`src/core/thr_regs.svh`:
```
// Purpose: register offsets, masks and reset values for the port threshold block
// Assumes: 16-bit register words on the documented register port
// Notes: Function list of the block follows
// Function
// [RL1] main register low-byte bits select CMOS levels
// [RL2] extended register bits 5,3,1 select high bytes
// [RL3] extended register bits 4,2,0 select low bytes
// [RL4] port 9 register gives each line a select
// [RL5] set register write sets bits written one
// [RL6] clear register write clears bits written one
// [RL7] port 10 register gives each line a select
// [RL8] each line has one alternate function
// [RL9] alternate output needs direction one, else high-z
// [RL10] pin drives latch AND alternate output, except PWM
// [RL11] software sets input direction for driven pins
// [RL12] every line is input after reset
// [RL13] output-direction line feeds latch to alternate input
// [RL14] hardware switches direction for auto-direction functions
// [RL15] software sets direction before enabling alternate function
// [RL16] software writes latch before enabling drivers
// [RL17] unassigned lines stay general purpose I/O
// [RL18] software separates bit-set pairs on one port
// [RL19] pin level sampled into input latch each state
// [RL20] extension registers need both enable bits set
// [RL21] reserved bits ignore writes, read zero
`ifndef THR_REGS_SVH
`define THR_REGS_SVH

`define MAIN_THR_OFFSET 16'hf1c4
`define EXT_THR_OFFSET 16'hf1c6
`define P9_THR_OFFSET 16'heb98
`define P9_SET_OFFSET 16'heb9a
`define P9_CLR_OFFSET 16'heb9c
`define P10_THR_OFFSET 16'hebd8

`define MAIN_THR_MASK 16'h00ff
`define EXT_THR_MASK 16'h003f
`define EXT_HIGH_MASK 16'h002a
`define EXT_LOW_MASK 16'h0015

`define MAIN_THR_RESET 16'h0000
`define EXT_THR_RESET 16'h0000
`define P9_THR_RESET 16'h0000
`define P10_THR_RESET 16'h0000

`endif

```
`src/core/thr_pkg.sv`:
```
// Purpose: shared types of the port threshold block
// Assumes: nothing beyond the register header
// Notes: register words are 16 bits wide
package thr_pkg;
    typedef logic [15:0] word_type;
    typedef enum logic [2:0] {
        SEL_NONE,
        SEL_MAIN,
        SEL_EXT,
        SEL_P9,
        SEL_P9_SET,
        SEL_P9_CLR,
        SEL_P10
    } reg_sel_type;
endpackage

```
`src/core/line_if.sv`:
```
// Purpose: carries one port's line controls between the top and the line logic
// Assumes: one bit per line in every vector
// Notes: the top drives the control side, the line logic answers
`timescale 1ns/1ps
`default_nettype none
interface line_if #(parameter int LINES = 16);
    logic [LINES-1:0] dir;      // software direction bits
    logic [LINES-1:0] latch;    // port output latch
    logic [LINES-1:0] alt_en;   // alternate function enabled
    logic [LINES-1:0] alt_out;  // alternate output data
    logic [LINES-1:0] alt_pwm;  // alternate output is a pwm signal
    logic [LINES-1:0] auto_dir; // hardware owns direction
    logic [LINES-1:0] hw_dir;   // hardware direction request
    logic [LINES-1:0] pin_in;   // pad level
    logic [LINES-1:0] pin_out;  // pad output data
    logic [LINES-1:0] pin_oe;   // pad output enable
    logic [LINES-1:0] alt_in;   // alternate input data
    logic [LINES-1:0] in_latch; // sampled pad level
    modport ctrl (output dir, latch, alt_en, alt_out, alt_pwm, auto_dir, hw_dir, pin_in,
                  input pin_out, pin_oe, alt_in, in_latch);
    modport line (input dir, latch, alt_en, alt_out, alt_pwm, auto_dir, hw_dir, pin_in,
                  output pin_out, pin_oe, alt_in, in_latch);
endinterface
`default_nettype wire

```
`src/core/line_logic.sv`:
```
// Purpose: per-line direction, output and alternate input combining
// Assumes: pad inputs are synchronous to the clock
// Notes: open-drain and per-port data registers live outside
`timescale 1ns/1ps
`default_nettype none
module line_logic #(
    parameter int LINES = 16
) (
    // clock and reset
    input wire logic clk_i,
    input wire logic arst_n_i,
    // line group
    line_if.line lines
);
    import thr_pkg::*;

    logic [LINES-1:0] pin_out_ff, nxt_pin_out; // registered pad data
    logic [LINES-1:0] oe_ff, nxt_oe;           // registered pad enable
    logic [LINES-1:0] in_latch_ff, nxt_in;     // sampled pad level
    logic [LINES-1:0] latch_ff, nxt_latch;     // latch copy for alternate input

    // output data, enable and sampling next values
    always_comb begin
        // plain lines pass the latch; non-pwm alternate outputs are gated by it, pwm outputs xor with it
        nxt_pin_out = (~lines.alt_en & lines.latch) //  [RL17]
            | (lines.alt_en & ~lines.alt_pwm & lines.alt_out & lines.latch) // [RL10]
            | (lines.alt_en & lines.alt_pwm & (lines.alt_out ^ lines.latch)); // [RL8]
        // auto-direction functions override software direction
        nxt_oe = (lines.auto_dir & lines.alt_en & lines.hw_dir) // [RL14]
            | (~(lines.auto_dir & lines.alt_en) & lines.dir); // [RL9]
        nxt_in = lines.pin_in; // [RL19]
        nxt_latch = lines.latch;
    end

    // registers; reset leaves every line an input
    always_ff @(posedge clk_i or negedge arst_n_i) begin
        if (!arst_n_i) begin
            pin_out_ff <= '0;
            oe_ff <= '0; // [RL12]
            in_latch_ff <= '0;
            latch_ff <= '0;
        end else begin
            pin_out_ff <= nxt_pin_out;
            oe_ff <= nxt_oe;
            in_latch_ff <= nxt_in;
            latch_ff <= nxt_latch;
        end
    end

    assign lines.pin_out = pin_out_ff;
    assign lines.pin_oe = oe_ff;
    assign lines.in_latch = in_latch_ff;
    // driving lines loop the latch back so software can trigger the input
    assign lines.alt_in = (oe_ff & latch_ff) | (~oe_ff & in_latch_ff); // [RL13]
endmodule
`default_nettype wire

```
`src/core/port_threshold.sv`:
```
// Purpose: input threshold registers and line control for the port group
// Assumes: single register access per cycle, pins synchronous to MCLK_I
// Notes: read data appears one cycle after the read strobe
`timescale 1ns/1ps
`default_nettype none
`include "thr_regs.svh"
module port_threshold #(
    parameter int LINES = 16
) (
    // clock and reset
    input wire logic MCLK_I,
    input wire logic ARST_N_I,
    // register port
    input wire thr_pkg::word_type REG_ADDR_I,
    input wire logic REG_WR_I,
    input wire logic REG_RD_I,
    input wire thr_pkg::word_type REG_WDATA_I,
    output thr_pkg::word_type REG_RDATA_O,
    // extension peripheral enables from the two configuration registers
    input wire logic SYSTEM_CONFIG_EXT_PERIPHERAL_ENABLE_I,
    input wire logic EXT_PERIPHERAL_CONFIG_ENABLE_I,
    // threshold selects toward the pads
    output logic [7:0] LOW_BYTE_CMOS_SELECT_O,
    output logic [2:0] EXT_LOW_BYTE_CMOS_SELECT_O,
    output logic [2:0] HIGH_BYTE_CMOS_SELECT_O,
    output thr_pkg::word_type EXT9_LINE_CMOS_SELECT_O,
    output thr_pkg::word_type EXT10_LINE_CMOS_SELECT_O,
    // line controls
    input wire logic [LINES-1:0] LINE_DIRECTION_BIT_I,
    input wire logic [LINES-1:0] LINE_LATCH_I,
    input wire logic [LINES-1:0] ALT_EN_I,
    input wire logic [LINES-1:0] ALT_OUT_I,
    input wire logic [LINES-1:0] ALT_PWM_I,
    input wire logic [LINES-1:0] AUTO_DIR_I,
    input wire logic [LINES-1:0] HW_DIR_I,
    // pads
    input wire logic [LINES-1:0] PIN_IN_I,
    output logic [LINES-1:0] PIN_OUT_O,
    output logic [LINES-1:0] PIN_OE_O,
    output logic [LINES-1:0] ALT_IN_O,
    output logic [LINES-1:0] IN_LATCH_O
);
    import thr_pkg::*;

    word_type main_thr_ff, nxt_main_thr; // main threshold select
    word_type ext_thr_ff, nxt_ext_thr;   // extended threshold select
    word_type p9_thr_ff, nxt_p9_thr;     // port 9 per-line select
    word_type p10_thr_ff, nxt_p10_thr;   // port 10 per-line select
    word_type rdata_ff, nxt_rdata;       // registered read data
    reg_sel_type wr_sel;                 // decoded write target
    reg_sel_type rd_sel;                 // decoded read target
    logic ext_ok;                        // extension registers visible

    // extension registers exist only with both enables set
    assign ext_ok = SYSTEM_CONFIG_EXT_PERIPHERAL_ENABLE_I
        & EXT_PERIPHERAL_CONFIG_ENABLE_I; // [RL20]

    // address decode shared by reads and writes
    function automatic reg_sel_type decode(input word_type addr, input logic ext_vis);
        reg_sel_type sel;
        sel = SEL_NONE;
        unique case (addr)
            `MAIN_THR_OFFSET: sel = SEL_MAIN;
            `EXT_THR_OFFSET: sel = SEL_EXT;
            `P9_THR_OFFSET: sel = ext_vis ? SEL_P9 : SEL_NONE; // [RL20]
            `P9_SET_OFFSET: sel = ext_vis ? SEL_P9_SET : SEL_NONE;
            `P9_CLR_OFFSET: sel = ext_vis ? SEL_P9_CLR : SEL_NONE;
            `P10_THR_OFFSET: sel = ext_vis ? SEL_P10 : SEL_NONE;
            default: sel = SEL_NONE; // unmapped address
        endcase
        return sel;
    endfunction

    assign wr_sel = REG_WR_I ? decode(REG_ADDR_I, ext_ok) : SEL_NONE;
    assign rd_sel = REG_RD_I ? decode(REG_ADDR_I, ext_ok) : SEL_NONE;

    // register writes
    always_comb begin
        nxt_main_thr = main_thr_ff;
        nxt_ext_thr = ext_thr_ff;
        nxt_p9_thr = p9_thr_ff;
        nxt_p10_thr = p10_thr_ff;
        unique case (wr_sel)
            SEL_NONE: begin
                // nothing written
            end
            SEL_MAIN: begin
                // only the upper byte is reserved; bits 7..0 are low-byte selects
                nxt_main_thr = REG_WDATA_I & `MAIN_THR_MASK; // [RL1] [RL21]
            end
            SEL_EXT: begin
                // high and low byte selects interleave in bits 5..0
                nxt_ext_thr = REG_WDATA_I & `EXT_THR_MASK; // [RL2] [RL3] [RL21]
            end
            SEL_P9: begin
                nxt_p9_thr = REG_WDATA_I; // [RL4]
            end
            SEL_P9_SET: begin
                // atomic set avoids a read-modify-write race
                nxt_p9_thr = p9_thr_ff | REG_WDATA_I; // [RL5]
            end
            SEL_P9_CLR: begin
                // zero bits leave the select untouched
                nxt_p9_thr = p9_thr_ff & ~REG_WDATA_I; // [RL6]
            end
            SEL_P10: begin
                nxt_p10_thr = REG_WDATA_I; // [RL7]
            end
        endcase
    end

    always_ff @(posedge MCLK_I or negedge ARST_N_I) begin
        if (!ARST_N_I) begin
            main_thr_ff <= `MAIN_THR_RESET;
            ext_thr_ff <= `EXT_THR_RESET;
            p9_thr_ff <= `P9_THR_RESET;
            p10_thr_ff <= `P10_THR_RESET;
        end else begin
            main_thr_ff <= nxt_main_thr;
            ext_thr_ff <= nxt_ext_thr;
            p9_thr_ff <= nxt_p9_thr;
            p10_thr_ff <= nxt_p10_thr;
        end
    end

    // read data; write-only registers and holes read zero
    always_comb begin
        nxt_rdata = rdata_ff;
        if (REG_RD_I) begin
            unique case (rd_sel)
                SEL_MAIN: nxt_rdata = main_thr_ff; // [RL21]
                SEL_EXT: nxt_rdata = ext_thr_ff;
                SEL_P9: nxt_rdata = p9_thr_ff;
                SEL_P10: nxt_rdata = p10_thr_ff;
                SEL_NONE, SEL_P9_SET, SEL_P9_CLR: nxt_rdata = 16'h0000;
            endcase
        end
    end

    always_ff @(posedge MCLK_I or negedge ARST_N_I) begin
        if (!ARST_N_I) begin
            rdata_ff <= 16'h0000;
        end else begin
            rdata_ff <= nxt_rdata;
        end
    end

    assign REG_RDATA_O = rdata_ff;

    // threshold selects, 0 for ttl and 1 for cmos
    assign LOW_BYTE_CMOS_SELECT_O = main_thr_ff[7:0]; // [RL1]
    assign HIGH_BYTE_CMOS_SELECT_O = {ext_thr_ff[5], ext_thr_ff[3], ext_thr_ff[1]}; // [RL2]
    assign EXT_LOW_BYTE_CMOS_SELECT_O = {ext_thr_ff[4], ext_thr_ff[2], ext_thr_ff[0]}; // [RL3]
    assign EXT9_LINE_CMOS_SELECT_O = p9_thr_ff; // [RL4]
    assign EXT10_LINE_CMOS_SELECT_O = p10_thr_ff; // [RL7]

    // line control group
    line_if #(.LINES(LINES)) lines ();

    assign lines.dir = LINE_DIRECTION_BIT_I;
    assign lines.latch = LINE_LATCH_I;
    assign lines.alt_en = ALT_EN_I;
    assign lines.alt_out = ALT_OUT_I;
    assign lines.alt_pwm = ALT_PWM_I;
    assign lines.auto_dir = AUTO_DIR_I;
    assign lines.hw_dir = HW_DIR_I;
    assign lines.pin_in = PIN_IN_I;

    assign PIN_OUT_O = lines.pin_out;
    assign PIN_OE_O = lines.pin_oe;
    assign ALT_IN_O = lines.alt_in;
    assign IN_LATCH_O = lines.in_latch;

    line_logic #(.LINES(LINES)) u_lines (
        .clk_i(MCLK_I),
        .arst_n_i(ARST_N_I),
        .lines(lines)
    );
endmodule
`default_nettype wire

```
`config.mk`:
```
export PLATFORM = sky130hd
export DESIGN_NAME = port_threshold
export DESIGN_NICKNAME = d
export VERILOG_FILES = /design/src/core/thr_pkg.sv /design/src/core/line_if.sv /design/src/core/line_logic.sv /design/src/core/port_threshold.sv
export VERILOG_INCLUDE_DIRS = /design/src /design/src/core
export SDC_FILE = /design/constraint.sdc
export NUM_CORES = 1
export LEC_CHECK = 0
export BUFFER_PORTS_ARGS = -buffer_cell sky130_fd_sc_hd__buf_2
export CELL_PAD_IN_SITES_DETAIL_PLACEMENT = 1
export CELL_PAD_IN_SITES_GLOBAL_PLACEMENT = 1
export CORE_UTILIZATION = 34
export CTS_CLUSTER_DIAMETER = 120
export DETAILED_ROUTE_END_ITERATION = 7
export GPL_ROUTABILITY_DRIVEN = 0
export GPL_TIMING_DRIVEN = 0
export PLACE_DENSITY = 0.86
export SKIP_LAST_GASP = 1
export SYNTH_ARGS = -nofsm -noshare
export SYNTH_HDL_FRONTEND = slang
export SYNTH_SLANG_ARGS = --single-unit
export TNS_END_PERCENT = 10
```
`constraint.sdc`:
```
create_clock -name MCLK_I -period 1.16 [get_ports MCLK_I]
set_input_delay 0.058 -clock MCLK_I [delete_from_list [all_inputs] [get_ports MCLK_I]]
set_output_delay 0.058 -clock MCLK_I [all_outputs]
set_load 0.03 [all_outputs]
```
# [Yosys cells after proc, flatten, opt, wreduce, memory -nomap -nowiden]
# Index checks and enable logic that the tools add are counted.
[word_totals] regBits=126 input_bits=166 output_inout_bits=126 word_cells=63
[op_classes] n_eq_ne=18 muxes=9 bitwise_logic=24 reduce_logical=3
[op_table] op="16-bit bitwise AND" n=12
[op_table] op="16-bit equality test (second input constant)" n=6
[op_table] op="16-bit NOT" n=5
[op_table] op="16-bit OR" n=5
[op_table] op="16-bit one-hot mux with 5 select lines" n=1
[op_table] op="16-bit one-hot mux with 3 select lines" n=1
[op_table] op="3-bit equality test (second input constant)" n=6
[op_table] op="3-bit one-hot mux with 6 select lines" n=1
[op_table] op="16-bit XOR" n=1
[op_table] op="3-bit two-way mux" n=5
[op_table] op="3-bit by 2-bit equality test with 1-bit output (second input constant)" n=4
[op_table] op="3-bit by 1-bit equality test with 1-bit output (second input constant)" n=2
[op_table] op="3-bit logical NOT" n=1
[op_table] op="3-bit nonzero test" n=1
[op_table] op="3-bit OR reduction" n=1
[op_table] op="2-bit two-way mux" n=1
[op_table] op="1-bit bitwise AND" n=1

# [Depth between registers and ports, before layout]
[logic_depth] ltp_word=7 depth_mapped=9

# [Hierarchy]
# A second synthesis with hierarchy kept.
[hier_totals] hier_cells=532 area_unflattened_um2=5855.6
[modules_own_cells] mod="port_threshold" n_inst=1 cells_per_inst=325 area_each_um2=3235.6 seq_area_each_um2=1551.5
[modules_own_cells] mod="line_logic" n_inst=1 cells_per_inst=207 area_each_um2=2620.0 seq_area_each_um2=1601.5

# [Worst setup path after synthesis]
# Ideal clock, no wire load.
[synth_path] path_type="in2reg" from="input REG_ADDR_I[4]" to="register main_thr_ff[0]" arrival_ps=1841 setup_slack_ps=-806 stages=6 path_cell_list="or4b_4 > nor3_2 > o21bai_1 > or4_1 > buf_6 > mux2_4"
[synth_via] elab_chain_cells=4 word_cells_on_any_way=9 classes_between="eq/ne: 7; mux: 2"
[synth_rtl] element="start: declaration" line_no="port_threshold.sv:14" source="input wire thr_pkg::word_type REG_ADDR_I,"
[synth_rtl] element="16-bit equality test" line_no="port_threshold.sv:62" source="unique case (addr)"
[synth_rtl] element="3-bit one-hot mux with 6 select lines *" line_no="port_threshold.sv:62"
[synth_rtl] element="3-bit two-way mux *" line_no="port_threshold.sv:74" source="assign wr_sel = REG_WR_I ? decode(REG_ADDR_I, ext_ok) : SEL_NONE;"
[synth_rtl] element="3-bit by 1-bit equality test with 1-bit output *" line_no="port_threshold.sv:83" source="unique case (wr_sel)"
[synth_rtl] element="end signal: assignment" line_no="port_threshold.sv:114" source="main_thr_ff <= `MAIN_THR_RESET;"
[synth_rtl] element="end signal: assignment" line_no="port_threshold.sv:119" source="main_thr_ff <= nxt_main_thr;"
[synth_rtl] element="end: declaration" line_no="port_threshold.sv:45" source="word_type main_thr_ff, nxt_main_thr;"
# Mark *: on every way between the ends. The rest lies on a longest branch, timed or not.
# A chain may end at the register's enable or synchronous reset.

# [Worst setup path in the final report]
[layout_path] from="input REG_ADDR_I[5]" to="register rdata_ff[15], in the netlist REG_RDATA_O[15]"
[layout_via] elab_chain_cells=6 word_cells_on_any_way=17 classes_between="eq/ne: 12; mux: 3; reduce/logical: 2"
[layout_rtl] element="16-bit equality test" line_no="port_threshold.sv:62"
[layout_rtl] element="3-bit one-hot mux with 6 select lines *" line_no="port_threshold.sv:62"
[layout_rtl] element="3-bit two-way mux *" line_no="port_threshold.sv:75" source="assign rd_sel = REG_RD_I ? decode(REG_ADDR_I, ext_ok) : SEL_NONE;"
[layout_rtl] element="3-bit equality test / 3-bit logical NOT (equally long branches)" line_no="port_threshold.sv:130" source="unique case (rd_sel)"
[layout_rtl] element="3-bit OR reduction" line_no="port_threshold.sv:130"
[layout_rtl] element="16-bit one-hot mux with 5 select lines *" line_no="port_threshold.sv:130"
[layout_rtl] element="end signal: assignment" line_no="port_threshold.sv:144" source="rdata_ff <= nxt_rdata;"
[layout_rtl] element="end: declaration" line_no="port_threshold.sv:49" source="word_type rdata_ff, nxt_rdata;"
# Marks and branches as above.

==> results_dict.tcl <==
set metrics [dict create \
    critPathBufInv 4 \
    critPathKind "in -> reg" \
    clk_pin_slew_ns 0.06 \
    placed_cell_area_mm2 0.00731 \
    netlist_top_cells_area "dfrtp_1 57%, mux2_2 8.9%, mux2i_1 4.0%" \
    rows 46 \
    reg2reg_from "REG_RDATA_O[3]" \
    setup_viol 78 \
    hp-start "ALT_OUT_I[8]" \
    ir_drop_v 0.00103 \
    fin_crit_ns 1.80 \
    fin_ws_ns -0.644 \
    vias 5810 \
    grt_overflow 0 \
    dpl.hpwl_um 13600 \
    drtPass1Iterations 4 \
    stdcell_area_mm2 0.00958 \
    grt_max_degree 97 \
    crit_top_cell "or3_4" \
    drc_errors 0 \
    report.final.slew_viol_count 0 \
    start_util_pct 34.9 \
    portBuffers 290 \
    finClkSkew_ns 0.00593 \
    synth.largest_area_cell "dfrtp_1" \
    clk_path_buf_depth 2 \
    worstPathArrival_ns 2.15 \
    outcome "complete, but fails checks" \
    htreeDepth 4 \
    cts_tree "yes" \
    synth_area_mm2 0.00555 \
    syn_inst 456 \
    cp_top_family "simple AND/OR/NAND/NOR gates" \
    powerDensity_mw_per_mm2 1230 \
    post_drt_wl_per_cell_um 22.5 \
    path_cells "buf_2 > nand2b_2 > or3_4 > or3_4 > buf_6 > nor4b_4 > buf_4 > bufbuf_16 > nand2_2 > nand2_1" \
    drt_iter0_drc 201 \
    required_ns 1.51 \
    startpoint "REG_ADDR_I[5]" \
    avgSynthCellArea_um2 12.2 \
    leakage_uw 0.00514 \
    end_kind "register" \
    area_growth_pct 72.7 \
    syn_nets 622 \
    cts_inserted_buffers 17 \
    viasPerCell 5.07 \
    core-area_mm2 0.0159 \
    synth.distinct_cells 40 \
    cts-root-buf "clkbuf_16" \
    grt_pass1_wl_um 36500 \
    synth_seq_cells 126 \
    post-place-cells 963 \
    num-nets-final 1082 \
    critPathLaunchType "input pin" \
    grt_antenna_before_repair 2 \
    ys_seq_area_share_pct 56.8 \
    cts.sinks 126 \
    synth_top_area_share_pct 56.8 \
    timing.hold.ws_ns 0.0657 \
    tightest_slew_ns 0.616 \
    insertion_delay_ns 0.41 \
    grt_pass1_vias 6544 \
    die_x_um 130 \
    critPathMaxStageDelay_ns 0.41 \
    dieArea_mm2 0.0168 \
    io_pins 292 \
    rsz0062_at_grt "yes" \
    fmax_mhz 554 \
    drtAntennaViolNets 0 \
    die_h_um 130 \
    final_util_pct 60.3 \
    routed_wl_um 25700 \
    hold_viol_final 0 \
    critPathSlowestCell "or3_4" \
    grtUsageTotal_pct 29.7 \
    final_cells 1145 \
    violations "setup timing" \
    fin_crit_sh_pct 155 \
    yosysWarnings 0 \
    cp_max_fo 5 \
    max_slew_margin_pct 58.9 \
    drive_above_1_share_pct 47.6 \
    hold_class "in -> reg" \
    maxCapViolations 0 \
]
-- flip-flops by register name (all words and copies together) (netlist names) --
signal	count
ext_thr_ff	6
EXT9_LINE_CMOS_SELECT_O	16
u_lines.lines.pin_out	16
u_lines.lines.in_latch	16
main_thr_ff	8
u_lines.lines.pin_oe	16
u_lines.latch_ff	16
EXT10_LINE_CMOS_SELECT_O	16
REG_RDATA_O	16
-- layout by cell type (no fill, tap or decap), drive strengths merged, types with 2 or more instances in the layout --
cell           n
a211oi        16
a21o          23
a21oi         16
a22o          16
and3           2
buf          320
bufinv         2
clkbuf        28
clkinvlp       2
dfrtp        126
diode          2
dlygate4sd3  127
inv           33
mux2          62
mux2i         22
nand2         56
nand3          5
nand4          2
nor2           3
nor2b         16
nor3           3
nor3b          2
nor4           3
nor4b          2
o21ai         25
or2            2
or3            2
-- final cells by class --
class	instances	area (um2)
multi-input cells	287	2390
clock inverters	5	80.1
fillers	1705	6300
repair buffers	442	2980
clock buffers	25	505
flip-flops and latches	126	3150
inverters	33	124
plain buffers	9	77.6
well taps	216	270
diodes	2	5.00
-- cells in the mapped netlist, drive strengths merged --
library cell  number
a22o              16
nand2             56
nor3               3
or4                1
nor3b              2
xor2               1
or4b               1
a21o              23
clkbuf             4
a21oi             16
o21ai             25
nand4              2
mux2i             22
or4bb              1
nor2b             16
nor4               3
mux2              62
and3               2
nand2b             1
nand3              5
a211oi            16
dfrtp            126
nor2               3
inv               33
nor4bb             1
or3                2
o21bai             1
or2                2
nor4b              2
a21boi             1
nand4b             1
buf                6
-- final timing paths --
| path | end | slack [ns] | cells past startpoint |
|---|---|---|---|
| setup / recovery | REG_RDATA_O[15] | -0.64 | 10 |
| min in group asynchronous | EXT10_LINE_CMOS_SELECT_O[14] | 0.11 | 2 |
| hold reg to reg | REG_RDATA_O[11] | 0.53 | 2 |
| setup reg to reg | REG_RDATA_O[3] | 0.12 | 4 |
| hold / removal | u_lines.lines.pin_out[8] | 0.07 | 4 |
| max in group asynchronous | u_lines.lines.in_latch[6] | 0.27 | 3 |
-- tightest hold or removal path, delay by kind of cell --
family                 cells  cell delay [ns]
buffers and inverters      2             0.14
AOI/OAI and AO/OA          2             0.25
-- where the power goes --
| group | internal [uW] | leakage (uW) | switching, uW | total [uW] |
|---|---|---|---|---|
| combinational | 811 | 0.00332 | 1050 | 1860 |
| clock | 3420 | 0.000281 | 1920 | 5340 |
| sequential | 4550 | 0.00153 | 84.7 | 4630 |
-- per-layer routing --
| layer | track usage, % | part of all wire (%) | up-vias |
|---|---|---|---|
| met4 | 19.2 | 5.7 | 0 |
| met2 | 54.5 | 53 | 298 |
| met3 | 7.18 | 6.2 | 91 |
| li1 | - | - | 2533 |
| met5 | 0 | 0 | - |
| met1 | 30.0 | 35 | 2888 |
-- cell families (layout without fill, tap and decap cells) --
kind of cell	count (synthesis)	in the layout	synth area share, %
AOI/OAI and AO/OA	98	98	11.8
buffers and inverters	43	514	3.38
xor gates and xnor gates	1	1	0.158
and+or+nand+nor	104	104	10.7
other	0	2	0
muxes	84	84	17.1
DFF	126	126	56.8
-- timing repair --
item,4_1_cts,5_1_grt
setup endpoints to repair,78,80
hold buffers,127,0
buffers inserted,9,14
resized for setup,35,12
endpoints found under the hold margin,236,0
pin swaps,19,9
cloned,1,0
-- per-stage QoR --
step	TNS, ns	power [uW]	worst slack [ns]
floorplan	-42.72	5320	-0.786
global placement	-277.03	6000	-1.65
detailed placement	-73.57	6070	-1.49
CTS	-34.26	11700	-0.582
global route	-41.98	12100	-0.679
finish	-38.65	11800	-0.644
No activity file was read; power rests on OpenSTA's default activity.
